$ cat src/verilog/ssf_pkg.sv
// Constants shared by the serial status flag logic
package ssf_pkg;
  // Frame word from the receive shifter: stop, mp bit, parity, data
  localparam int unsigned DATA_W = 8;
  localparam int unsigned FRAME_W = 11;
  localparam int unsigned FR_PAR_POS = 8;
  localparam int unsigned FR_MP_POS = 9;
  localparam int unsigned FR_STOP_POS = 10;
  localparam logic STOP_LEVEL = 1'b1;
  localparam int unsigned FIFO_DEPTH = 8;

  // Register port
  localparam int unsigned ADDR_W = 3;
  localparam int unsigned REG_W = 8;
  localparam logic [2:0] ADDR_MODE = 3'h0;
  localparam logic [2:0] ADDR_CTRL = 3'h1;
  localparam logic [2:0] ADDR_TXD = 3'h2;
  localparam logic [2:0] ADDR_STAT = 3'h3;
  localparam logic [2:0] ADDR_RXD = 3'h4;

  // Status bit positions
  localparam int unsigned ST_TX_EMPTY = 7;
  localparam int unsigned ST_RX_FULL = 6;
  localparam int unsigned ST_OVERRUN = 5;
  localparam int unsigned ST_FRAMING = 4;
  localparam int unsigned ST_PARITY = 3;
  localparam int unsigned ST_TX_END = 2;
  localparam int unsigned ST_MP_RX = 1;
  localparam int unsigned ST_MP_TX = 0;
  localparam int unsigned ST_CLR_LO = 3;
  localparam logic [7:0] STAT_RESET = 8'h84;

  // Control and mode bits
  localparam int unsigned CTRL_TE_POS = 5;
  localparam logic [7:0] CTRL_RESET = 8'h00;
  localparam int unsigned MODE_PM_POS = 4;
  localparam logic [7:0] MODE_RESET = 8'h00;
  localparam logic [7:0] REG_ZERO = 8'h00;
endpackage

$ cat src/verilog/ssf_stream_if.sv
// Valid/ready word stream between the block's own modules
`timescale 1ns/100ps
interface ssf_stream_if #(parameter int unsigned W = 11);
  logic valid;
  logic ready;
  logic [W-1:0] data;
  modport src (output valid, output data, input ready);
  modport snk (input valid, input data, output ready);
endinterface

$ cat src/verilog/ssf_fifo.sv
// Receive frame FIFO with registered ready
`timescale 1ns/100ps
module ssf_fifo #(
  parameter int unsigned WIDTH = 11,
  parameter int unsigned DEPTH = 8
) (
  // Clock and reset
  input wire logic clock,
  input wire logic rst_b,
  // Fill and drain sides
  ssf_stream_if.snk fill,
  ssf_stream_if.src drain
);
  localparam int unsigned PW = $clog2(DEPTH);
  localparam int unsigned CW = PW + 1;

  // Pointer arithmetic wraps, so only powers of two work
  if (DEPTH < 2 || (DEPTH & (DEPTH - 1)) != 0) begin : g_bad_depth
    $error("ssf_fifo depth must be a power of two of at least 2");
  end

  logic [WIDTH-1:0] mem [DEPTH];
  logic [PW-1:0] wptr_ff;
  logic [PW-1:0] rptr_ff;
  logic [CW-1:0] count_ff;
  logic not_full_ff;
  wire push;
  wire pop;
  wire [CW-1:0] nxt_count;

  // Handshakes and occupancy
  assign push = fill.valid & fill.ready;
  assign pop = drain.valid & drain.ready;
  assign nxt_count = count_ff + CW'(push) - CW'(pop);
  assign fill.ready = not_full_ff; // Registered, so the source sees a clean level
  assign drain.valid = (count_ff != '0);
  assign drain.data = mem[rptr_ff];

  // Storage has no reset; only pointers, count and full flag are control state
  always_ff @(posedge clock) begin
    if (push) begin
      mem[wptr_ff] <= fill.data;
    end
  end

  // Pointers and flags
  always_ff @(posedge clock or negedge rst_b) begin
    if (!rst_b) begin
      wptr_ff <= '0;
      rptr_ff <= '0;
      count_ff <= '0;
      not_full_ff <= 1'b1;
    end else begin
      wptr_ff <= wptr_ff + PW'(push);
      rptr_ff <= rptr_ff + PW'(pop);
      count_ff <= nxt_count;
      not_full_ff <= (nxt_count != CW'(DEPTH));
    end
  end
endmodule

$ cat src/verilog/ssf_rx_check.sv
// Checks parity and stop bit of each received frame
`timescale 1ns/100ps
module ssf_rx_check (
  // Clock and reset
  input wire logic clock,
  input wire logic rst_b,
  // Frames from the FIFO
  ssf_stream_if.snk frame,
  // Control
  input wire logic take_en,
  input wire logic parity_mode,
  // Result, one cycle after the frame is taken
  output logic res_valid_ff,
  output logic [ssf_pkg::DATA_W-1:0] res_data_ff,
  output logic res_mp_ff,
  output logic res_par_err_ff,
  output logic res_frm_err_ff
);
  wire take;
  wire ones_odd;

  // Hold off while a result is pending so only one frame passes per load
  assign frame.ready = take_en & ~res_valid_ff;
  assign take = frame.valid & frame.ready;
  assign ones_odd = ^frame.data[ssf_pkg::FR_PAR_POS:0];

  // Result registers
  always_ff @(posedge clock or negedge rst_b) begin
    if (!rst_b) begin
      res_valid_ff <= 1'b0;
      res_data_ff <= '0;
      res_mp_ff <= 1'b0;
      res_par_err_ff <= 1'b0;
      res_frm_err_ff <= 1'b0;
    end else begin
      res_valid_ff <= take;
      if (take) begin
        res_data_ff <= frame.data[ssf_pkg::DATA_W-1:0];
        res_mp_ff <= frame.data[ssf_pkg::FR_MP_POS];
        // parity mismatch test
        res_par_err_ff <= ones_odd ^ parity_mode;
        // stop bit check
        res_frm_err_ff <= (frame.data[ssf_pkg::FR_STOP_POS] != ssf_pkg::STOP_LEVEL);
      end
    end
  end
endmodule

$ cat src/verilog/ssf_top.sv
// Status flag logic of the asynchronous serial interface
`timescale 1ns/100ps
// Notes on behaviour
// Transmitted multiprocessor bit equals the software mp-transmit bit.
// Each received character loads its multiprocessor bit into mp-receive status.
// Transmit-end clears when software reads buffer-empty as 1 then writes 0.
// Writing the transmit data register clears transmit-end.
// Clearing transmit-enable to 0 sets transmit-end.
// Last bit sent while buffer-empty is 1 sets transmit-end.
// Parity error sets when data plus parity mismatches selected parity mode.
// Parity error clears only by read-as-1 then write 0.
// Framing error clears only by read-as-1 then write 0.
// Writing 1 to an error or buffer flag does nothing.
// Framing error sets when the received stop bit is zero.
module ssf_top #(
  parameter int unsigned RX_FIFO_DEPTH = ssf_pkg::FIFO_DEPTH
) (
  // Clock and reset
  input wire logic clock,
  input wire logic rst_b,
  // Register port
  input wire logic [ssf_pkg::ADDR_W-1:0] reg_addr,
  input wire logic [ssf_pkg::REG_W-1:0] reg_wdata,
  input wire logic reg_wr,
  input wire logic reg_rd,
  output logic [ssf_pkg::REG_W-1:0] reg_rdata,
  // Transmit shifter side
  input wire logic tx_load,
  input wire logic tx_last_bit,
  output logic [ssf_pkg::DATA_W-1:0] tx_data,
  output logic tx_mp_bit,
  output logic tx_enable,
  // Receive shifter side
  input wire logic rx_frame_valid,
  input wire logic [ssf_pkg::FRAME_W-1:0] rx_frame,
  output logic rx_frame_ready
);
  // A depth below 2, which the FIFO cannot serve, is refused here as well
  if (RX_FIFO_DEPTH < 2) begin : g_bad_depth
    $error("ssf_top receive FIFO depth must be at least 2");
  end

  // Register state
  logic [7:0] stat_ff;
  logic [7:0] nxt_stat;
  logic [7:0] armed_ff;
  logic [7:0] ctrl_ff;
  logic [7:0] mode_ff;
  logic [7:0] txd_ff;
  logic [7:0] rxd_ff;
  logic [7:0] rdata_ff;

  // Checker results
  logic res_valid;
  logic [ssf_pkg::DATA_W-1:0] res_data;
  logic res_mp;
  logic res_par_err;
  logic res_frm_err;

  // Streams between FIFO and checker
  ssf_stream_if #(.W(ssf_pkg::FRAME_W)) rx_in ();
  ssf_stream_if #(.W(ssf_pkg::FRAME_W)) rx_out ();

  // Register access decode
  wire wr_mode = reg_wr & (reg_addr == ssf_pkg::ADDR_MODE);
  wire wr_ctrl = reg_wr & (reg_addr == ssf_pkg::ADDR_CTRL);
  wire wr_txd = reg_wr & (reg_addr == ssf_pkg::ADDR_TXD);
  wire wr_stat = reg_wr & (reg_addr == ssf_pkg::ADDR_STAT);
  wire rd_stat = reg_rd & (reg_addr == ssf_pkg::ADDR_STAT);

  // Read mux; unmapped addresses read zero
  wire [7:0] rd_mux =
    (reg_addr == ssf_pkg::ADDR_MODE) ? mode_ff :
    (reg_addr == ssf_pkg::ADDR_CTRL) ? ctrl_ff :
    (reg_addr == ssf_pkg::ADDR_TXD)  ? txd_ff :
    (reg_addr == ssf_pkg::ADDR_STAT) ? stat_ff :
    (reg_addr == ssf_pkg::ADDR_RXD)  ? rxd_ff : ssf_pkg::REG_ZERO;

  // Overrun from the link side, enable clear from a control write, buffer-empty state
  wire overrun = rx_frame_valid & ~rx_in.ready; // Frame dropped at a full FIFO
  wire te_clear = wr_ctrl & ~reg_wdata[ssf_pkg::CTRL_TE_POS];
  wire tx_buffer_empty_now = stat_ff[ssf_pkg::ST_TX_EMPTY];

  // Set events per status bit
  wire [7:0] set_ev;
  assign set_ev[ssf_pkg::ST_TX_EMPTY] = tx_load;
  assign set_ev[ssf_pkg::ST_RX_FULL] = res_valid;
  assign set_ev[ssf_pkg::ST_OVERRUN] = overrun;
  // stop bit error sets
  assign set_ev[ssf_pkg::ST_FRAMING] = res_valid & res_frm_err;
  // parity mismatch sets
  assign set_ev[ssf_pkg::ST_PARITY] = res_valid & res_par_err;
  // transmit-end set causes
  assign set_ev[ssf_pkg::ST_TX_END] = te_clear | (tx_last_bit & tx_buffer_empty_now);
  assign set_ev[ssf_pkg::ST_MP_RX] = 1'b0;
  assign set_ev[ssf_pkg::ST_MP_TX] = 1'b0;

  // Software clear: only a 0 written to a bit that was read as 1
  wire [7:0] clr_sw = {8{wr_stat}} & armed_ff & ~reg_wdata;
  wire tx_buffer_empty_sw_clr = clr_sw[ssf_pkg::ST_TX_EMPTY];

  // Clearable flags, set wins over any clear in the same cycle
  genvar gi;
  for (gi = ssf_pkg::ST_CLR_LO; gi < 8; gi++) begin : g_flag
    wire hw_clr = (gi == ssf_pkg::ST_TX_EMPTY) ? wr_txd : 1'b0;
    // clear by read-then-zero only; buffer-empty also clears on a data write
    assign nxt_stat[gi] = set_ev[gi] | (stat_ff[gi] & ~clr_sw[gi] & ~hw_clr);
  end

  // transmit-end clear causes
  wire transmit_end_flag_clr = tx_buffer_empty_sw_clr | wr_txd;
  assign nxt_stat[ssf_pkg::ST_TX_END] =
    set_ev[ssf_pkg::ST_TX_END] | (stat_ff[ssf_pkg::ST_TX_END] & ~transmit_end_flag_clr);

  // received mp bit loads
  assign nxt_stat[ssf_pkg::ST_MP_RX] = res_valid ? res_mp : stat_ff[ssf_pkg::ST_MP_RX];

  // software sets the mp bit to send
  assign nxt_stat[ssf_pkg::ST_MP_TX] = wr_stat ? reg_wdata[ssf_pkg::ST_MP_TX] : stat_ff[ssf_pkg::ST_MP_TX];

  // Status register
  always_ff @(posedge clock or negedge rst_b) begin
    if (!rst_b) begin
      stat_ff <= ssf_pkg::STAT_RESET;
    end else begin
      stat_ff <= nxt_stat;
    end
  end

  // Read-as-1 memory; a status write consumes it unless a status read comes in the same cycle
  always_ff @(posedge clock or negedge rst_b) begin
    if (!rst_b) begin
      armed_ff <= ssf_pkg::REG_ZERO;
    end else if (rd_stat) begin
      armed_ff <= stat_ff;
    end else if (wr_stat) begin
      armed_ff <= ssf_pkg::REG_ZERO;
    end
  end

  // Mode and control registers
  always_ff @(posedge clock or negedge rst_b) begin
    if (!rst_b) begin
      mode_ff <= ssf_pkg::MODE_RESET;
      ctrl_ff <= ssf_pkg::CTRL_RESET;
    end else begin
      if (wr_mode) mode_ff <= reg_wdata;
      if (wr_ctrl) ctrl_ff <= reg_wdata;
    end
  end

  // Transmit and receive data registers
  always_ff @(posedge clock or negedge rst_b) begin
    if (!rst_b) begin
      txd_ff <= ssf_pkg::REG_ZERO;
      rxd_ff <= ssf_pkg::REG_ZERO;
    end else begin
      if (wr_txd) txd_ff <= reg_wdata;
      if (res_valid) rxd_ff <= res_data;
    end
  end

  // Read data stands only in the cycle after the strobe
  always_ff @(posedge clock or negedge rst_b) begin
    if (!rst_b) begin
      rdata_ff <= ssf_pkg::REG_ZERO;
    end else begin
      rdata_ff <= reg_rd ? rd_mux : ssf_pkg::REG_ZERO;
    end
  end

  // Outputs, all straight from flip-flops
  assign reg_rdata = rdata_ff;
  assign tx_data = txd_ff;
  // mp bit drives the shifter
  assign tx_mp_bit = stat_ff[ssf_pkg::ST_MP_TX];
  assign tx_enable = ctrl_ff[ssf_pkg::CTRL_TE_POS];
  assign rx_frame_ready = rx_in.ready;

  // Receive path into the FIFO
  assign rx_in.valid = rx_frame_valid;
  assign rx_in.data = rx_frame;

  ssf_fifo #(
    .WIDTH(ssf_pkg::FRAME_W),
    .DEPTH(RX_FIFO_DEPTH)
  ) u_fifo (
    .clock(clock),
    .rst_b(rst_b),
    .fill(rx_in),
    .drain(rx_out)
  );

  // Frames drain only while the receive buffer is free, so the FIFO can fill
  ssf_rx_check u_check (
    .clock(clock),
    .rst_b(rst_b),
    .frame(rx_out),
    .take_en(~stat_ff[ssf_pkg::ST_RX_FULL]),
    .parity_mode(mode_ff[ssf_pkg::MODE_PM_POS]),
    .res_valid_ff(res_valid),
    .res_data_ff(res_data),
    .res_mp_ff(res_mp),
    .res_par_err_ff(res_par_err),
    .res_frm_err_ff(res_frm_err)
  );

  // Flag and field views for the checks, so no bit position stands bare
  wire st_transmit_end_flag = stat_ff[ssf_pkg::ST_TX_END];
  wire st_ovr = stat_ff[ssf_pkg::ST_OVERRUN];
  wire st_fer = stat_ff[ssf_pkg::ST_FRAMING];
  wire st_par = stat_ff[ssf_pkg::ST_PARITY];
  wire st_mp_rx = stat_ff[ssf_pkg::ST_MP_RX];
  wire wd_tx_buffer_empty = reg_wdata[ssf_pkg::ST_TX_EMPTY];
  wire wd_fer = reg_wdata[ssf_pkg::ST_FRAMING];
  wire wd_par = reg_wdata[ssf_pkg::ST_PARITY];
  wire pm_odd = mode_ff[ssf_pkg::MODE_PM_POS];
  wire take_now = rx_out.valid & rx_out.ready;
  wire [ssf_pkg::FRAME_W-1:0] take_frame = rx_out.data;
  // Clearable flags and the matching write bits
  wire [ssf_pkg::REG_W-ssf_pkg::ST_CLR_LO-1:0] flags_hi = stat_ff[ssf_pkg::REG_W-1:ssf_pkg::ST_CLR_LO];
  wire [ssf_pkg::REG_W-ssf_pkg::ST_CLR_LO-1:0] wdata_hi = reg_wdata[ssf_pkg::REG_W-1:ssf_pkg::ST_CLR_LO];
endmodule
$ cat config.mk
export PLATFORM = sky130hd
export DESIGN_NAME = ssf_top
export DESIGN_NICKNAME = d
export VERILOG_FILES = /design/src/verilog/ssf_pkg.sv /design/src/verilog/ssf_stream_if.sv /design/src/verilog/ssf_fifo.sv /design/src/verilog/ssf_rx_check.sv /design/src/verilog/ssf_top.sv
export SDC_FILE = /design/constraint.sdc
export NUM_CORES = 1
export LEC_CHECK = 0
export ABC_AREA = 1
export BUFFER_PORTS_ARGS = -buffer_cell sky130_fd_sc_hd__buf_2
export CAP_MARGIN = 25
export CORE_MARGIN = 1.5
export CORE_UTILIZATION = 55
export CTS_BUF_LIST = sky130_fd_sc_hd__clkbuf_8 sky130_fd_sc_hd__clkbuf_16
export CTS_CLUSTER_SIZE = 28
export DETAILED_ROUTE_END_ITERATION = 8
export GPL_ROUTABILITY_DRIVEN = 0
export MAX_ROUTING_LAYER = met4
export PLACE_DENSITY = 0.69
export SLEW_MARGIN = 0
export SYNTH_ARGS = -nofsm -noshare
export SYNTH_HDL_FRONTEND = slang
export SYNTH_HIERARCHICAL = 1
export SYNTH_SLANG_ARGS = --single-unit
export TNS_END_PERCENT = 1
$ cat constraint.sdc
create_clock -name clock -period 2.6 [get_ports clock]
set_input_delay 0 -clock clock [delete_from_list [all_inputs] [get_ports clock]]
set_output_delay 0 -clock clock [all_outputs]
set_load 0.01 [all_outputs]
# Word-level counts from Yosys, hierarchy flattened
# Memories as Yosys holds them, arrays and structs flattened.
# Cells that the tools add are included.
[classes]
reduce_logical = 4
add_sub_neg = 4
n_div = 0
n_shift = 0
multipliers = 0
eq_ne = 5
bitwise = 44
n_mux = 10
order_cmp = 0
[op_table]
columns = ["cell", "n"]
rows = [
  ["$mux W8", 8],
  ["$and A1 B1 Y1", 20],
  ["$and A8 B8 Y8", 2],
  ["$not A1 Y1", 12],
  ["$reduce_xor A9 Y1", 1],
  ["$not A8 Y8", 1],
  ["$or A1 B1 Y1", 8],
  ["$add A3 B1 Y3", 2],
  ["$eq A3 B2 Y1 const B", 2],
  ["$add A4 B1 Y4", 1],
  ["$ne A4 B4 Y1 const B", 1],
  ["$reduce_bool A4 Y1", 1],
  ["$sub A4 B1 Y4", 1],
  ["$eq A3 B1 Y1 const B", 1],
  ["$eq A3 B3 Y1 const B", 1],
  ["$logic_not A3 Y1", 1],
  ["$mux W1", 2],
  ["$reduce_bool A2 Y1", 1],
  ["$xor A1 B1 Y1", 1],
]
[totals]
romBits = 0
ram_bits = 88
out_inout_bits = 19
n_memories = 1
reg_bits = 79
elab_cells = 86
latchBits = 0
[memory_table]
columns = ["name", "words", "width", "read_ports", "rd_clocked_by_memory_dff", "write_ports", "line_no", "rtl"]
rows = [
  ["u_fifo.mem", 8, 11, 1, 0, 1, "ssf_fifo.sv:22", "logic [WIDTH-1:0] mem [DEPTH];"],
]

# Longest topological paths before layout
[depth]
word_depth = 8
ltp_mapped = 18
mapped_depth_nobuf = 16

# By module
# Netlist, hierarchy kept.
[by_module_without_submodules]
columns = ["mod", "n_inst", "cells_per_inst", "area_per_inst_um2"]
rows = [
  ["ssf_fifo", 1, 446, 4434.3],
  ["ssf_top", 1, 247, 2462.4],
  ["ssf_rx_check", 1, 90, 618.1],
]

# Worst setup path before layout
# Ideal clock, no wire load.
[synth_timing]
path_type = "register to register"
startpoint = "reg u_fifo.count_ff[2]"
endpoint = "reg u_fifo.not_full_ff (netlist: u_fifo/fill.ready)"
path_slack_ps = 583
arrival_time_ps = 1935
stages_incl_launch_ff = 13
n_path_buf = 0
setup_ps = 83
cell_sequence = "dfrtp_1 -> inv_1 -> ha_1 -> nand2_1 -> nand3_1 -> nand2_1 -> ha_1 -> inv_1 -> fa_1 -> inv_1 -> or2_2 -> nor2_1 -> nand3_1"
[synth_via]
elab_chain_len = 4
[synth_lines]
columns = ["item", "line_no", "rtl"]
rows = [
  ["from (decl)", "ssf_fifo.sv:25", "logic [CW-1:0] count_ff;"],
  ["from (signal assigned)", "ssf_fifo.sv:56", "count_ff <= nxt_count;"],
  ["$reduce_bool A4 Y1", "ssf_fifo.sv:36", "assign drain.valid = (count_ff != '0);"],
  ["via rx_out.valid", "ssf_stream_if.sv:4", "logic valid;"],
  ["$and A1 B1 Y1", "ssf_fifo.sv:33", "assign pop = drain.valid & drain.ready;"],
  ["$sub A4 B1 Y4", "ssf_fifo.sv:34", "assign nxt_count = count_ff + CW'(push) - CW'(pop);"],
  ["via u_fifo.nxt_count[1]", "ssf_fifo.sv:29", "wire [CW-1:0] nxt_count;"],
  ["$ne A4 B4 Y1", "ssf_fifo.sv:57", "not_full_ff <= (nxt_count != CW'(DEPTH));"],
  ["to (signal assigned)", "ssf_fifo.sv:57", ""],
  ["to (decl)", "ssf_fifo.sv:26", "logic not_full_ff;"],
]
# The timed path passes the listed nets, and every way through them passes these cells.
# A chain may end at the register's enable or synchronous reset.

# Worst setup path in the final report
[layout_timing]
startpoint = "reg stat_ff[6]"
endpoint = "reg u_fifo.not_full_ff (netlist: u_fifo/fill.ready)"
[layout_via]
elab_chain_len = 5
[layout_lines]
columns = ["item", "line_no", "rtl"]
rows = [
  ["from (decl)", "ssf_top.sv:44", "logic [7:0] stat_ff;"],
  ["from (signal assigned)", "ssf_top.sv:124", "stat_ff <= ssf_pkg::STAT_RESET;"],
  ["from (signal assigned)", "ssf_top.sv:126", "stat_ff <= nxt_stat;"],
  ["$not A1 Y1", "ssf_top.sv:199", ".take_en(~stat_ff[ssf_pkg::ST_RX_FULL]),"],
  ["$and A1 B1 Y1", "ssf_rx_check.sv:23", "assign frame.ready = take_en & ~res_valid_ff;"],
  ["via rx_out.ready", "ssf_stream_if.sv:5", "logic ready;"],
  ["$and A1 B1 Y1", "ssf_fifo.sv:33", ""],
  ["$sub A4 B1 Y4", "ssf_fifo.sv:34", ""],
  ["via u_fifo.nxt_count[1]", "ssf_fifo.sv:29", ""],
  ["$ne A4 B4 Y1", "ssf_fifo.sv:57", ""],
]
# The timed path passes the listed nets, and every way through them passes these cells.

==> metrics.md <==
| Metric | Value |
|---|---|
| Number of antenna repair diodes | `0` |
| Dominant combinational cell family by area after synthesis | `simple AND/OR/NAND/NOR gates` |
| Post-synthesis adder-cell area fraction | `1.43%` |
| Maximum VDD drop | `578 uV` |
| Mux share of post-synthesis cell area | `1.20%` |
| Post-CTS setup buffers | `0` |
| RSZ-0062 raised after global routing | `no` |
| Seq cells post-synth | `164` |
| Die area | `0.0144 mm^2` |
| Max FO, Critical Path | `4` |
| Cells on worst reg2reg path | `12` |
| Capturing point of the worst reg2reg path | `u_fifo/fill.ready$_DFF_PN1_` |
| Synth Area in XOR/XNOR | `0.350%` |
| Post-Syn Nets | `820` |
| Avg WL per Cell | `14.6 um` |
| Max_cap viols | `0` |
| Largest net degree at the start of global routing | `77` |
| Core Footprint | `0.0133 mm^2` |
| FMAX | `450 MHz` |
| Worst r2r src | `stat_ff[6]$_DFF_PN0_` |
| Post-synthesis sequential area ratio | `60.5%` |
| Initial core utilization | `56.5%` |
| Cells after Synth | `783` |
| Port Buffer Count | `47` |
| Most numerous cell on the critical path | `inv_1` |
| CP endpoint kind | `flip-flop` |
| Worst path arrival time | `2.57 ns` |
| Initial drt markers | `437` |
| Cell breakdown of the critical path | `inv_1 -> inv_1 -> nor2_2 -> nand3_1 -> nand2_1 -> ha_1 -> inv_1 -> fa_1 -> inv_1 -> or2_2 -> nor2_1 -> nand3_1` |
| Post-synth EDFFs | `88` |
| Vias per cell | `5.04` |
| CP Buf/Inv Count | `4` |
| Max-slew headroom | `60.4%` |
| Simple-Gate Fraction of Synth Area | `21.2%` |
| Post-Layout Cell Count | `1056` |
| Final Max Tran Viols | `0` |
| Levels on crit path | `12` |
| Final Cycle Share | `85.4%` |
| Synth async-reset ratio | `46.3%` |
| Num rows | `42` |
| CP max stage cell | `fa_1` |
| Power per cell area | `1030 mW/mm^2` |
| Status | `finished clean` |
| Leakage power | `4.34 nW` |
| Total grt overflow | `0` |
| Worst Setup SP | `stat_ff[6]$_DFF_PN0_` |
| Final wirelength | `15400 um` |
| Die Y | `120 um` |
| Clk slew on worst S/H paths | `0.06 ns` |
| Critical path class | `flip-flop to flip-flop` |
| CP max stage delay | `0.48 ns` |
| Crit path required time | `2.95 ns` |
| Post-route clock skew | `0.00631 ns` |
| TritonCTS buffer count | `17` |
| Clock Tree Root | `clkbuf_16` |
| Setup crit end | `u_fifo/fill.ready$_DFF_PN1_` |
| CP Launch Type | `flip-flop` |
| CP delay by family, top | `simple AND/OR/NAND/NOR gates` |
| Layout cells sized above 1 | `16.9%` |
| Antenna violations before repair | `0` |
| Top FF cell, synth | `edfxtp_1` |
| CTS tree | `yes` |
| CTS H-tree depth | `4` |
| R2r setup slk | `0.38 ns` |
| Tmin final | `2.22 ns` |
| First-pass DRT Iterations | `7` |
| # fillers | `1049` |
| HP Class | `input pin to flip-flop` |
| Die width | `120 um` |
| First-pass GRT wire length | `25300 um` |
| Post-DP HPWL | `9650 um` |
| Synthesized area | `0.00751 mm^2` |
| Vias | `5321` |
| Syn. warnings | `6` |
| Synth Area per Inst | `9.60 um^2` |
| Worst-Skew Late Latency | `0.43 ns` |
| Antenna Violating Nets Remaining | `0` |
| Fin nets | `904` |
| Vias in the first global route | `5132` |
| Endpoints failing setup | `0` |
| IO Pins | `48` |
| GRT Util Overall | `23.9%` |
| Post_cts resized | `0` |
| Worst-case clock buffer depth | `2` |
| TritonCTS Sinks | `164` |
| Cell variety after synth | `32` |
| Compound-Gate Fraction of Synth Area | `6.13%` |
| Area Overhead vs Synth | `17.1%` |
| Residual DRC | `0` |
| Hold Vio Cnt, Final | `0` |
| Worst slew pin tran | `0.593 ns` |
| Final setup TNS | `0 ns` |
| Dpl cells | `996` |
worst min-delay path, delay by kind of cell:
family / cells / cell delay, ns
buffers and inverters: 1 / 0.17
AO/OA/AOI/OAI: 1 / 0.08
AND/OR/NAND/NOR: 1 / 0.18
synthesized netlist by cell type (3+ instances only):
| library cell | number | area, um^2 |
|---|---|---|
| a21oi_1 | 18 | 90.1 |
| buf_2 | 11 | 55.1 |
| buf_6 | 8 | 90.1 |
| clkbuf_1 | 3 | 11.3 |
| dfrtp_1 | 73 | 1830 |
| dfstp_2 | 3 | 78.8 |
| edfxtp_1 | 88 | 2640 |
| ha_1 | 7 | 87.6 |
| inv_1 | 136 | 510 |
| inv_2 | 3 | 11.3 |
| mux2_2 | 8 | 90.1 |
| nand2_1 | 246 | 923 |
| nand2_2 | 10 | 62.6 |
| nand2_4 | 4 | 45.0 |
| nand3_1 | 72 | 360 |
| nand3b_1 | 7 | 52.6 |
| nor2_1 | 12 | 45.0 |
| nor2_4 | 4 | 45.0 |
| nor3_1 | 4 | 20.0 |
| o21ai_0 | 15 | 75.1 |
| o21ai_1 | 9 | 45.0 |
| o21ai_2 | 24 | 210 |
| o22ai_1 | 4 | 25.0 |
timing repair:
| action | 4_1_cts | 5_1_grt |
|---|---|---|
| endpoints found under the hold margin | 200 | 2 |
| hold buffers | 26 | 1 |
| endpoints found under the setup margin | 0 | 0 |
cell families after synthesis:
kind of cell	after synthesis
mux	8
flops	164
compound gates	72
xor+xnor	3
fa+ha+maj	8
buf+inv	163
simple gates	365
cell type report:
cell class	instances	area (um^2)	area share (%)
Timing Repair Buffer	87	626	7.11
Sequential cell	164	4550	51.7
Tap cell	176	220	2.50
Inverter	141	534	6.07
Clock inverter	11	78.8	0.896
Clock buffer	21	514	5.85
Multi-Input combinational cell	456	2280	25.9
power by group:
group          total [mW]  internal, mW  switching, mW  leakage (nW)
registers            3.57          3.33          0.245          1.74
logic                3.06          1.05           2.01          2.29
clock network        2.45          1.49          0.961         0.311
layout by cell type (no fill, tap or decap), types with 2 or more instances in the layout:
master	synthesis	layout
o21bai_1	2	2
ha_1	7	7
buf_4	0	13
nor2_4	4	4
inv_1	136	141
nand3b_1	7	7
or2_2	2	2
clkinv_2	0	2
o22ai_1	4	4
nand3_1	72	72
o21ai_0	15	15
xor2_1	2	2
nor2_2	2	2
nand2_2	10	10
dfrtp_1	73	73
inv_2	3	3
clkbuf_16	0	20
nand2_1	246	246
o21ai_2	24	24
mux2_2	8	8
nor2_1	12	12
dlygate4sd3_1	0	27
nor3_1	4	4
buf_2	11	46
edfxtp_1	88	88
a21oi_1	18	18
o21ai_1	9	9
inv_4	2	4
dfstp_2	3	3
nand2_4	4	4
stage by stage:
step | instance area (um^2) | hold slack, ns | power [mW] | setup slack (ns) | util [%]
3_5_place_dp | 7910 | 0.201 | 6.61 | 0.409 | 59.5
3_3_place_gp | 7910 | 0.195 | 6.48 | 0.500 | 59.5
5_1_grt | 8800 | 0.0680 | 9.73 | 0.232 | 66.2
4_1_cts | 8760 | 0.0404 | 9.14 | 0.393 | 65.9
2_1_floorplan | 7510 | -0.296 | 5.86 | 0.583 | -
6_report | 8800 | 0.0571 | 9.09 | 0.379 | 66.2
worst min-delay path by stage:
stage                      start  slack [ns]  cells past startpoint                 endpoint
after floorplan            rst_b       -0.30                      0  armed_ff[3]$_DFFE_PN0P_
after global placement     rst_b        0.20                      1    rxd_ff[7]$_DFFE_PN0P_
after detailed placement   rst_b        0.20                      1    rxd_ff[6]$_DFFE_PN0P_
after CTS                 reg_wr        0.04                      3   stat_ff[0]$_DFFE_PN0P_
after global routing      reg_wr        0.07                      3   stat_ff[0]$_DFFE_PN0P_
final                     reg_wr        0.06                      3   stat_ff[0]$_DFFE_PN0P_
routing by layer:
metal / global-route usage [%] / vias up / part of all wire (%)
met5: - / - / 0
met1: 28.7 / 2503 / 43
met2: 39.3 / 147 / 50
met3: 4.56 / 26 / 4.8
met4: 11.2 / 0 / 2.4
li1: - / 2645 / -
sequential cells by signal (all words and copies together) (netlist names):
name and count:
u_fifo/rptr_ff 3, u_check/res_frm_err_ff 1, u_check/res_mp_ff 1, rxd_ff 8, u_fifo/wptr_ff 3, mode_ff 8
armed_ff 5, u_fifo/fill.ready 1, u_check/res_data_ff 8, u_fifo/mem 88, ctrl_ff 8, u_check/res_valid_ff 1
stat_ff 8, u_check/res_par_err_ff 1, u_fifo/count_ff 4, tx_data 8, reg_rdata 8
(Power assumes the default switching activity.)
